**config.mk**
```make
export PLATFORM = sky130hd
export DESIGN_NAME = env_sensor_mode_sequencer
export DESIGN_NICKNAME = d
export VERILOG_FILES = /design/src/step_timer.v /design/src/env_sensor_mode_sequencer.v
export VERILOG_INCLUDE_DIRS = /design/src
export SDC_FILE = /design/constraint.sdc
export NUM_CORES = 1
export LEC_CHECK = 0
export ABC_AREA = 1
export BUFFER_PORTS_ARGS = -buffer_cell sky130_fd_sc_hd__buf_2
export CAP_MARGIN = 0
export CELL_PAD_IN_SITES_DETAIL_PLACEMENT = 1
export CELL_PAD_IN_SITES_GLOBAL_PLACEMENT = 2
export CORE_MARGIN = 5
export CORE_UTILIZATION = 33
export CTS_CLUSTER_SIZE = 30
export DETAILED_ROUTE_END_ITERATION = 12
export GPL_ROUTABILITY_DRIVEN = 1
export MAX_ROUTING_LAYER = met4
export PLACE_DENSITY = 0.76
export SYNTH_ARGS = -nofsm -noshare
export SYNTH_HDL_FRONTEND = slang
export SYNTH_HIERARCHICAL = 1
export SYNTH_SLANG_ARGS = --single-unit
export TNS_END_PERCENT = 1
```
**constraint.sdc**
```tcl
create_clock -name i_sys_clk -period 5.75 [get_ports i_sys_clk]
set_input_delay 0.8625 -clock i_sys_clk [delete_from_list [all_inputs] [get_ports i_sys_clk]]
set_output_delay 0.8625 -clock i_sys_clk [all_outputs]
set_load 0.02 [all_outputs]
```
**src/env_seq_map.vh**
```
// constants for the environmental sensor mode sequencer
// assumes inclusion by bare name from the design files
`ifndef ENV_SEQ_MAP_VH
`define ENV_SEQ_MAP_VH
// register byte addresses
`define ADDR_CTRL_MEAS 8'h00
`define ADDR_CTRL_HUM 8'h04
`define ADDR_CTRL_GAS 8'h08
`define ADDR_STATUS 8'h0C
`define ADDR_HEAT_BASE 8'h40
`define ADDR_WAIT_BASE 8'h80
`define SLOT_STRIDE 8'h04
// mode codes
`define MODE_SLEEP 2'h0
`define MODE_FORCED 2'h1
// field positions
`define F_MODE_LO 0
`define F_OSP_LO 2
`define F_OST_LO 5
`define F_OSH_LO 0
`define F_PROF_LO 0
`define F_GAS_EN 4
// reset values
`define RST_MODE 2'h0
`define RST_OS 3'h0
`define RST_PROF 4'h0
`define RST_BYTE 8'h00
// timing
`define CONV_TIME_NS 1000
`define CLK_PERIOD_NS 10
`define WAIT_UNIT_CYC 16
`define PROFILES 10
`endif

```
**src/step_timer.v**
```verilog
// step timer: counts a programmed number of cycles then pulses done
// assumes start is a one-cycle pulse from the sequencer on the same clock
`timescale 1ns/1ps
`include "env_seq_map.vh"
module step_timer #(
  parameter W = 16
) (
  input wire i_sys_clk,
  input wire i_rst,
  input wire i_start,
  input wire [W-1:0] i_len,
  output wire o_done
);
  reg [W-1:0] cnt_q;
  reg run_q;
  reg done_q;
  // load on start, count down, flag the last cycle
  always @(posedge i_sys_clk or posedge i_rst) begin
    if (i_rst) begin
      cnt_q <= {W{1'b0}};
      run_q <= 1'b0;
      done_q <= 1'b0;
    end else begin
      done_q <= 1'b0;
      if (i_start) begin
        cnt_q <= i_len;
        run_q <= 1'b1;
      end else if (run_q) begin
        if (cnt_q <= {{(W-1){1'b0}}, 1'b1}) begin
          run_q <= 1'b0;
          done_q <= 1'b1;
        end else begin
          cnt_q <= cnt_q - {{(W-1){1'b0}}, 1'b1};
        end
      end
    end
  end
  assign o_done = done_q;
endmodule // step_timer

```
**src/env_sensor_mode_sequencer.v**
```verilog
// mode control and forced measurement sequencing of an environmental sensor
// assumes a host on the same clock using the plain strobe register port
//
// How it works
// - reset lands in sleep, no conversions
// - two-bit mode field, 00 is sleep
// - code 01 runs one cycle, then sleep
// - mode writes during measurement wait until end
// - while pending, drop all control writes
// - order temperature, pressure, humidity, gas
// - ten heater setpoint and duration slots
// - heater on only during gas step
// - four-bit profile select picks heater slot
// - gas step runs only when enabled
// - oversampling zero skips that step
//
// The register offsets and strobed register access were decided locally.
`timescale 1ns/1ps
`include "env_seq_map.vh"
module env_sensor_mode_sequencer #(
  parameter TW = 16
) (
  input wire i_sys_clk,
  input wire i_rst,
  input wire [7:0] i_addr,
  input wire [7:0] i_wdata,
  input wire i_wr,
  input wire i_rd,
  output reg [7:0] o_rdata,
  output wire o_heater_on,
  output wire [7:0] o_heater_setpoint,
  output wire [2:0] o_conv_step,
  output wire o_conv_active
);
  // sequencer states and fixed step lengths
  localparam [2:0] S_IDLE = 3'd0;
  localparam [2:0] S_TEMP = 3'd1;
  localparam [2:0] S_PRES = 3'd2;
  localparam [2:0] S_HUM = 3'd3;
  localparam [2:0] S_GAS = 3'd4;
  localparam [TW-1:0] CONV_CYC = `CONV_TIME_NS / `CLK_PERIOD_NS;
  localparam [TW-1:0] WAIT_CYC = `WAIT_UNIT_CYC;

  // configuration, heater tables and sequencer state
  reg [1:0] mode_q;
  reg [2:0] os_t_q, os_p_q, os_h_q;
  reg [3:0] prof_q;
  reg gas_en_q;
  reg [7:0] heat_q [0:`PROFILES-1];
  reg [7:0] wait_q [0:`PROFILES-1];
  reg pend_q;
  reg [1:0] pend_mode_q;
  reg [2:0] state_q;
  reg [2:0] state_d;
  reg start_q;
  reg [TW-1:0] len_d;
  wire step_done;
  wire busy;
  integer k;
  integer j;

  // slot index decode used for heater and wait tables
  function slot_ok;
    input [3:0] idx;
    begin
      slot_ok = (idx < `PROFILES);
    end
  endfunction

  // address of table entry idx above the given base
  function [7:0] slot_addr;
    input [7:0] base;
    input integer idx;
    begin
      slot_addr = base + `SLOT_STRIDE * idx[7:0];
    end
  endfunction

  // next step after the given one, skipping disabled steps
  function [2:0] next_step;
    input [2:0] cur;
    input [2:0] ot, op, oh;
    input ge;
    input [3:0] pr;
    begin
      next_step = S_IDLE;
      if (cur == S_IDLE && ot != 3'h0) next_step = S_TEMP;
      else if (cur <= S_TEMP && op != 3'h0) next_step = S_PRES;
      else if (cur <= S_PRES && oh != 3'h0) next_step = S_HUM;
      else if (cur <= S_HUM && ge && slot_ok(pr)) next_step = S_GAS;
    end
  endfunction

  assign busy = (state_q != S_IDLE);
  wire wr_ok = i_wr && !pend_q;
  // still measuring after this edge; the last step cycle takes writes
  wire hold_wr = busy && (state_d != S_IDLE);

  // step timer sets each conversion length
  step_timer #(.W(TW)) u_timer (
    .i_sys_clk(i_sys_clk),
    .i_rst(i_rst),
    .i_start(start_q),
    .i_len(len_d),
    .o_done(step_done)
  );

  // sequencer next state
  always @* begin
    state_d = state_q;
    case (state_q)
      S_IDLE: begin
        if (mode_q == `MODE_FORCED) begin
          state_d = next_step(S_IDLE, os_t_q, os_p_q, os_h_q,
            gas_en_q, prof_q);
        end
      end
      S_TEMP, S_PRES, S_HUM, S_GAS: begin
        if (step_done) begin
          state_d = next_step(state_q, os_t_q, os_p_q, os_h_q,
            gas_en_q, prof_q);
        end
      end
      default: state_d = S_IDLE;
    endcase
  end

  // step length: gas uses the selected duration, others a fixed time
  always @* begin
    len_d = CONV_CYC;
    if (state_q == S_GAS && slot_ok(prof_q)) begin
      len_d = wait_q[prof_q] * WAIT_CYC;
      if (len_d == {TW{1'b0}}) len_d = CONV_CYC;
    end
  end

  // state, mode and pending command
  always @(posedge i_sys_clk or posedge i_rst) begin
    if (i_rst) begin
      state_q <= S_IDLE;
      mode_q <= `RST_MODE;
      pend_q <= 1'b0;
      pend_mode_q <= `RST_MODE;
      start_q <= 1'b0;
    end else begin
      state_q <= state_d;
      start_q <= (state_d != S_IDLE) && (state_d != state_q);
      if (busy && state_d == S_IDLE) begin
        if (pend_q) begin
          mode_q <= pend_mode_q;
          pend_q <= 1'b0;
        end else begin
          mode_q <= `MODE_SLEEP;
        end
      end else if (!busy && state_d == S_IDLE &&
                   mode_q == `MODE_FORCED) begin
        mode_q <= `MODE_SLEEP;
      end
      if (wr_ok && i_addr == `ADDR_CTRL_MEAS) begin
        if (hold_wr) begin
          pend_q <= 1'b1;
          pend_mode_q <= i_wdata[`F_MODE_LO+1:`F_MODE_LO];
        end else begin
          mode_q <= i_wdata[`F_MODE_LO+1:`F_MODE_LO];
        end
      end
    end
  end

  // control registers, frozen while a mode change waits
  always @(posedge i_sys_clk or posedge i_rst) begin
    if (i_rst) begin
      os_t_q <= `RST_OS;
      os_p_q <= `RST_OS;
      os_h_q <= `RST_OS;
      prof_q <= `RST_PROF;
      gas_en_q <= 1'b0;
      for (k = 0; k < `PROFILES; k = k + 1) begin
        heat_q[k] <= `RST_BYTE;
        wait_q[k] <= `RST_BYTE;
      end
    end else if (wr_ok) begin
      if (i_addr == `ADDR_CTRL_MEAS && !hold_wr) begin
        os_t_q <= i_wdata[`F_OST_LO+2:`F_OST_LO];
        os_p_q <= i_wdata[`F_OSP_LO+2:`F_OSP_LO];
      end
      if (i_addr == `ADDR_CTRL_HUM)
        os_h_q <= i_wdata[`F_OSH_LO+2:`F_OSH_LO];
      if (i_addr == `ADDR_CTRL_GAS) begin
        prof_q <= i_wdata[`F_PROF_LO+3:`F_PROF_LO];
        gas_en_q <= i_wdata[`F_GAS_EN];
      end
      for (k = 0; k < `PROFILES; k = k + 1) begin
        if (i_addr == slot_addr(`ADDR_HEAT_BASE, k))
          heat_q[k] <= i_wdata;
        if (i_addr == slot_addr(`ADDR_WAIT_BASE, k))
          wait_q[k] <= i_wdata;
      end
    end
  end

  // read data, valid the cycle after the read strobe
  always @(posedge i_sys_clk or posedge i_rst) begin
    if (i_rst) begin
      o_rdata <= `RST_BYTE;
    end else if (i_rd) begin
      o_rdata <= `RST_BYTE;
      if (i_addr == `ADDR_CTRL_MEAS)
        o_rdata <= {os_t_q, os_p_q, mode_q};
      if (i_addr == `ADDR_CTRL_HUM) o_rdata <= {5'h00, os_h_q};
      if (i_addr == `ADDR_CTRL_GAS) o_rdata <= {3'h0, gas_en_q, prof_q};
      if (i_addr == `ADDR_STATUS)
        o_rdata <= {4'h0, state_q, busy};
      for (j = 0; j < `PROFILES; j = j + 1) begin
        if (i_addr == slot_addr(`ADDR_HEAT_BASE, j)) o_rdata <= heat_q[j];
        if (i_addr == slot_addr(`ADDR_WAIT_BASE, j)) o_rdata <= wait_q[j];
      end
    end
  end

  // heater and step outputs follow the sequencer state
  assign o_heater_on = (state_q == S_GAS);
  assign o_heater_setpoint = (state_q == S_GAS) ? heat_q[prof_q] :
    `RST_BYTE;
  assign o_conv_step = state_q;
  assign o_conv_active = busy;
endmodule // env_sensor_mode_sequencer

```
==> summary by stage, run 1 <==
STA
Subtracting the final worst setup slack from the clock period gives 4076 ps. The peak clock frequency supported by timing is 245.3 MHz. The worst path uses 70.88% of the clock period. The max-slew violation count is 0. The setup-violating endpoint count in the final report is 0. Hold is met by 437.2 ps. The setup clock skew after layout is 16.36 ps. Setup repair after global routing left no endpoint under its margin. The tightest slew margin relative to the limit is 22.04%. For the pin with the worst max-slew slack, the measured transition is 1168 ps. The post-route worst setup slack is 1674 ps. The summed negative setup slack over all endpoints is 0 ps.

The hold violation count in the final report was 0.

Worst setup path
At the worst endpoint, the required time is 4890 ps. In this run the critical register-to-register path is launched from prof_q[0]. The critical path crosses 5 cells after its start point. The family of cells with the greatest summed delay on the critical path is simple AND/OR/NAND/NOR gates. In this run the worst path has a maximum fanout of 18.

The worst register-to-register path ends at u_timer/cnt_q[6]. The reg2reg setup slack is 2440 ps. For this run, the slowest stage of the critical path takes 1040 ps. By startpoint and endpoint, the worst setup path is classified as reg2out. The cell at the slowest stage of the critical path is sky130_fd_sc_hd__nor3_2. The signal arrival time at the worst endpoint is 3210 ps. The number of cells on the worst reg-to-reg path is 14. The critical path contains buffers and inverters numbering 2 combined. The worst setup path is launched from a flip-flop.

STA classifies the critical path endpoint as an output pin. Traced cell by cell, the critical path runs through clkinv_1, nor3_2, nand2_1, a21oi_1, buf_2.

Route
The violation count after the first detailed-route iteration is 794. The detail-routed via count per cell is 5.234. The length of the first detailed-routing pass in iterations is 5.

The residual antenna-violating net count after detailed routing is 0. The DRC violations left is 0. Summed over all layers, the routed wires come to 44.60 mm. The wire length per cell after detailed routing is 21.10 µm. Detailed routing inserted a total of 11.07k vias.

Floorplan
In this run the count of I/O pins placed on the die edge is 41. The floorplan step set the die height to 198.2 µm. The die extent in x is 198.2 µm. The row count is 69. Once the floorplan was initialized, standard cells occupied 33.11% of the core. The region available for standard cell placement spans 35310 µm². The floorplan die area is 39290 µm².

Logic synthesis
Sorting the synthesized cells by area gives the leading types as sky130_fd_sc_hd__dfrtp_1 (45%), sky130_fd_sc_hd__nand2_1 (16%), sky130_fd_sc_hd__o21ai_0 (12%). During synthesis, Yosys emitted a total of 6 warnings. The most numerous cell in the Yosys netlist is sky130_fd_sc_hd__nand2_1. The sequential element share of the synthesized area is 44.73%. The biggest area contributor in the post-synthesis netlist is sky130_fd_sc_hd__dfrtp_1. The mapped netlist covers 11690 µm². The share of synthesized registers carrying an async set or reset is 100.0%. The average instance in the mapped netlist occupies 7.203 µm². Ranked by instance count, the synthesized netlist is headed by sky130_fd_sc_hd__nand2_1 (503), sky130_fd_sc_hd__o21ai_0 (278), sky130_fd_sc_hd__dfrtp_1 (209), sky130_fd_sc_hd__inv_1 (145), sky130_fd_sc_hd__nor2_1 (120). Yosys mapped a number of flops with a built-in enable equal to 0.

The number of library cell types mapped by synthesis is 41. The synthesized design contains 209 register bits. The area fraction of the dominant cell type after synthesis is 44.73%.

The predominant post-synthesis flop cell is sky130_fd_sc_hd__dfrtp_1. The synthesized netlist cell count is 1623.

Clocking
The root buffer cell chosen for the clock tree is sky130_fd_sc_hd__clkbuf_16. TritonCTS built the clock tree. The insertion delay of the later-clocked pin in the worst-skew pair is 540 ps. The count of cells resized by post-cts repair is 0.

The count of hold-fix buffers inserted at cts is 0. The number of buffers on the longest clock path is 3. The number of setup buffers added after CTS is 0. The number of sinks on the clock net is 209. CTS built an H-tree with a depth of 1. The clock transition at the registers of the reported paths is 50 ps. Buffers inserted during clock tree synthesis total 27.

Power
Dividing total power by cell area gives a power density of 252.1 nW/µm². The sequential group share of total power is 44.3%. Of the total power, combinational logic draws 3.1%. Of the total power, the clock network draws 52.6%. The static leakage is 5.821 nW. The switching portion of total power is 23.06%. In this run the power spent charging and discharging nets is 766.3 µW. The internal portion of the total power is 2.556 mW. The worst ir drop on vdd is 0.2122 mV.

GRT
Entering global routing, the biggest net connects 129 pins. Global routing finished with a remaining overflow of 0. The first-pass GRT wire length is 68.45 mm. The via count of the first global-routing pass is 11.00k.

The number of antenna violations at the first check in global routing is 1. Global routing consumed, over all layers together, 23.20% of the routing resources.

Outcome
The flow ran to the end, and the final reports show no timing, DRC or antenna violations.

Final layout
The final instance area is 13180 µm². The post-synthesis to final-layout area growth is 12.75%. 0 antenna diodes ended up in the layout. The filler cell count in the final layout is 4390. The post-layout net count is 1655.

The layout cell share with drive strength beyond 1 is 10.59%.

Worst hold path
The path class of the tightest hold or removal check is in2async.

Flow run
The tool flagged a number of max-cap violations equal to 0.

Placement
The post-place instance area is 12270 µm². The global placer's final weighted congestion is 0.9450. The count of input and output buffers is 40. Summed over all nets, the half-perimeter wirelength after detailed placement is 31.43 mm.

The worst-case setup slack after placement is 2275 ps.
power by group through the flow:
stage | clock network [mW] | registers (mW) | logic [mW]
3_3_place_gp | 0 | 1.50 | 0.105
4_1_cts | 1.79 | 1.47 | 0.106
2_1_floorplan | 0 | 1.50 | 0.0514
6_report | 1.75 | 1.47 | 0.102
3_5_place_dp | 0 | 1.50 | 0.106
5_1_grt | 1.84 | 1.47 | 0.114
through the flow:
step,utilization [%],cells,total power [mW]
final,37.33,2114,3.323
after global routing,37.33,2114,3.428
after CTS,37.33,2114,3.366
after global placement,34.75,2065,1.604
after floorplan,-,1629,1.551
after detailed placement,34.75,2065,1.604
logic make-up (layout without fill, tap and decap cells):
family	after synthesis	after routing	synth area share, %
buf+inv	231	255	7.738
compound gates	389	389	18.11
xor+xnor	3	3	0.2248
simple gates	788	788	28.95
other cells	1	7	0.03208
flops	209	209	44.73
fa+ha+maj	2	2	0.2140
metal layers:
| layer | share of wire, % | vias to the layer above | track usage [%] |
|---|---|---|---|
| met5 | 0 | - | - |
| met4 | 1.7 | 0 | 3.749 |
| met3 | 4.6 | 47 | 2.825 |
| met2 | 45 | 251 | 35.98 |
| met1 | 48 | 5466 | 33.38 |
| li1 | - | 5301 | - |
cell type report:
cell class,count,area (µm²),share of cell area [%]
Sequential cell,209,5231,39.69
Inverter,154,581.8,4.414
Clock buffer,38,777.0,5.895
Timing Repair Buffer,52,302.8,2.297
Multi-Input combinational cell,1189,5579,42.33
Tap cell,461,576.8,4.376
Clock inverter,11,132.6,1.006
sequential cells by signal, indices dropped and copies added (netlist names), 2 cells and up, named ones only:
name and flops:
pend_mode_q 2, os_p_q 3, heat_q 80, os_t_q 3, wait_q 80, os_h_q 3
o_rdata 8, mode_q 2, u_timer/cnt_q 16, prof_q 4, o_conv_step 3
cells in the final DEF (no fill, tap or decap), types with 5 or more instances in the layout:
master                      count
sky130_fd_sc_hd__nor2_1       120
sky130_fd_sc_hd__nand2_4        5
sky130_fd_sc_hd__buf_2         40
sky130_fd_sc_hd__nand3_2        6
sky130_fd_sc_hd__inv_2          9
sky130_fd_sc_hd__clkbuf_1       5
sky130_fd_sc_hd__nand2_2       11
sky130_fd_sc_hd__nand2_1      503
sky130_fd_sc_hd__inv_1        143
sky130_fd_sc_hd__conb_1         7
sky130_fd_sc_hd__clkinv_2       7
sky130_fd_sc_hd__nand4_1       31
sky130_fd_sc_hd__nor2_4         6
sky130_fd_sc_hd__o21ai_0      278
sky130_fd_sc_hd__nor3_1        11
sky130_fd_sc_hd__buf_4         11
sky130_fd_sc_hd__o21ai_2       16
sky130_fd_sc_hd__a21oi_1       50
sky130_fd_sc_hd__nor2_2        17
sky130_fd_sc_hd__o221ai_1       9
sky130_fd_sc_hd__nand3_1       64
sky130_fd_sc_hd__clkbuf_16     27
sky130_fd_sc_hd__o21ai_1        8
sky130_fd_sc_hd__o211ai_1      17
sky130_fd_sc_hd__dfrtp_1      208
sky130_fd_sc_hd__clkbuf_8       6
worst max-delay path by stage:
| stage | start | endpoint |
|---|---|---|
| 6_report | prof_q[3] | o_heater_setpoint[2] |
| 3_5_place_dp | prof_q[3] | o_heater_setpoint[2] |
| 4_1_cts | prof_q[3] | o_heater_setpoint[2] |
| 3_3_place_gp | prof_q[3] | o_heater_setpoint[2] |
| 2_1_floorplan | i_rst | async pin |
| 5_1_grt | prof_q[3] | o_heater_setpoint[2] |
worst reg2reg max path: stages, from the launching register on:
cell and delay (ps):
sky130_fd_sc_hd__dfrtp_2 410, sky130_fd_sc_hd__inv_2 480, sky130_fd_sc_hd__buf_4 560, sky130_fd_sc_hd__o21ai_0 220, sky130_fd_sc_hd__o221ai_1 360, sky130_fd_sc_hd__o21ai_0 170, sky130_fd_sc_hd__o21ai_0 250, sky130_fd_sc_hd__nor4_1 100
sky130_fd_sc_hd__nand2_1 100, sky130_fd_sc_hd__nand2_1 80, sky130_fd_sc_hd__or2_1 210, sky130_fd_sc_hd__nand2_1 60, sky130_fd_sc_hd__nand2_1 70, sky130_fd_sc_hd__nand2_2 70, sky130_fd_sc_hd__o21ai_2 60
No activity file was read; power rests on OpenSTA's default activity.
==> run 2, diff against run 1 <==
clock period = 3.3 ns   (was 5.75 ns; I/O delays follow)
==> run 2 against run 1 <==
  * First-iteration DRC count grew 13%
  * Critical path depth increased by 1
  * Die area unchanged
  * Worst hold slack worse by 300 ps
  * Combinational power rose by 90%
  * Global-route usage grew 0.77 points
  * Count of clock-buffer cells in the layout is 1 higher
  * Sequential share of layout area shrank 0.44 points
  * Sequential power increased by 75%
  * Clock skew increased by 12 ps
  * Critical path type unchanged
==> summary by stage, run 2 (synthesized netlist as in run 1, its figures left out) <==
Outcome
The run finished with clean final reports.

GRT
Across every metal layer, demand over resource in global routing totals 23.97%. The total grt overflow is 0. The via count of the first global-routing pass is 11.48k. The first global-routing pass estimated 70.77 mm of wire.

The number of antenna violations at the first check in global routing is 1. The largest net degree at the start of global routing is 64.

Floorplan
The floorplan step set the die width to 198.2 µm. The top-level port count is 41. The core area is 35310 µm². After floorplanning, the core was divided into 69 placement rows. The initial cell density of the core is 33.11%. The die outline height is 198.2 µm. The die covers 39290 µm².

Worst hold path
The path class of the tightest hold or removal check is in2async.

STA
The hold violation count in the final report is 0. In the post-route analysis, the smallest setup slack over all paths is 221.8 ps. Measured against its own limit, the worst slew margin works out to 40.55%.

Static timing analysis puts the maximum clock frequency at 324.9 MHz. At the pin with the least slew margin, the transition time is 889.8 ps. The setup clock skew after layout is 28.38 ps. The final clock period utilization by the worst path is 93.28%.

The max-slew violation count is 0. The setup-violating endpoint count in the final report is 0. Summed over all failing endpoints, the final setup total negative slack is 0 ps. Subtracting the final worst setup slack from the clock period gives 3078 ps.

Setup repair after global routing left no endpoint under its margin.

Worst setup path
The nature of the critical path endpoint is an output pin. In this run the worst path has a maximum fanout of 17. The signal arrival time at the worst endpoint is 2580 ps. The reg2reg setup slack is 550 ps. The endpoint identified for the worst register-to-register timing path is u_timer/cnt_q[6].

The launch point of the worst reg-to-reg path is prof_q[1]. At the worst endpoint, the required time is 2800 ps. The cell depth of the worst flop-to-flop path is 12.

The worst setup path is launched from a flip-flop. The critical path is of the reg2out type. Tracing the worst setup path back leads to its startpoint at prof_q[1].

Placement
Buffers placed on the I/O ports in this run total 40. The placed wire-length estimate is 32.88 mm. Prior to clock tree synthesis, the placed netlist has a worst setup slack of 539.2 ps.

The global placer's final weighted congestion is 0.9096.

Final layout
The post-layout net count is 1676. The library cell used most frequently in the layout, excluding fill and tap cells, is sky130_fd_sc_hd__nand2_1. The final standard cell utilization of the core is 37.75%. Of the cells placed in the final design, the portion with a size suffix greater than 1 is 11.32%. The filler cell count in the final layout is 4438. The post-synthesis to final-layout area growth is 14.01%. The largest registers in the layout are heat_q x80, wait_q x80, u_timer/cnt_q x16. The repair_antennas step left the layout with diodes totalling 0.

The top cell types in the final layout, fill and taps aside, are sky130_fd_sc_hd__nand2_1 (503), sky130_fd_sc_hd__o21ai_0 (278), sky130_fd_sc_hd__dfrtp_1 (208), sky130_fd_sc_hd__inv_1 (143), sky130_fd_sc_hd__nor2_1 (120).

Clocking
TritonCTS built the clock tree. The count of cells resized by post-cts repair is 0. The tree is rooted in a sky130_fd_sc_hd__clkbuf_16.

For this design, the CTS-stage hold fixing added 0 buffers. The number of buffers on the longest clock path is 3. The clock drives 209 sinks.

The number of setup buffers added after CTS is 0. The clock transition at the registers of the reported paths is 60 ps. The insertion delay of the later-clocked pin in the worst-skew pair is 550 ps. The CTS H-tree depth is 1. The total CTS buffers is 27.

Route
The detail route stage leaves a number of antenna-violating nets equal to 0. The total routed wirelength is 45.63 mm. The detail-routed via count per cell is 5.233. The wire length per cell after detailed routing is 21.42 µm. The violation count after the first detailed-route iteration is 899. The pre-antenna-repair detailed-routing pass consisted of 5 iterations. In the routed design, unresolved DRC markers number 0. Detailed routing inserted a total of 11.15k vias.

Flow run
The count of max-cap constraint violations is 0.

Power
Dividing total power by cell area gives a power density of 426.1 nW/µm². In this run the static leakage power is 5.902 nW. VDD sags by at most 0.3865 mV.
run 2: layer usage:
layer	wire (µm)	GRT usage [%]
met1	22410	35.02
met2	19870	35.72
met3	2302	3.063
met4	1043	5.254
met5	0	-
run 2: critical path, stage by stage (launching register included):
cell,delay (ps)
sky130_fd_sc_hd__dfrtp_1,380
sky130_fd_sc_hd__inv_1,520
sky130_fd_sc_hd__o21ai_0,230
sky130_fd_sc_hd__o211ai_1,310
sky130_fd_sc_hd__o211ai_1,170
sky130_fd_sc_hd__a21oi_1,220
sky130_fd_sc_hd__buf_2,210
run 2: final cells by class:
type,instances,area (µm²),area share (%)
Timing Repair Buffer,73,510.5,3.830
Clock inverter,5,78.83,0.5914
Multi-Input combinational cell,1189,5579,41.86
Tap cell,461,576.8,4.327
Clock buffer,39,770.7,5.782
Sequential cell,209,5231,39.25
Inverter,154,581.8,4.365
run 2: where the power goes:
part           internal, mW  switching [mW]  leakage, nW  total (mW)
Clock                  1.75            1.17        0.418        2.92
Sequential             2.57        0.000874         2.87        2.57
Combinational        0.0356           0.158         2.62       0.194
Total                  4.35            1.33         5.90        5.68
run 2: worst max-delay path by stage:
| stage | to | slack [ps] | cells after the start |
|---|---|---|---|
| floorplan | async pin | 340 | 1 |
| global placement | o_rdata[0] | 560 | 17 |
| detailed placement | o_rdata[0] | 540 | 17 |
| CTS | o_heater_setpoint[5] | 220 | 6 |
| global route | o_heater_setpoint[1] | 70 | 6 |
| finish | o_heater_setpoint[5] | 220 | 6 |
run 2: per-stage QoR:
stage               hold WS (ps)  area (µm²)  total power [mW]  instances
finish                     132.8       13330             5.680       2130
global placement           459.8       12480             2.808       2086
detailed placement         471.1       12480             2.810       2086
floorplan                  433.6       11720             2.703       1629
CTS                        144.9       13330             5.757       2130
global route               184.3       13330             5.879       2130
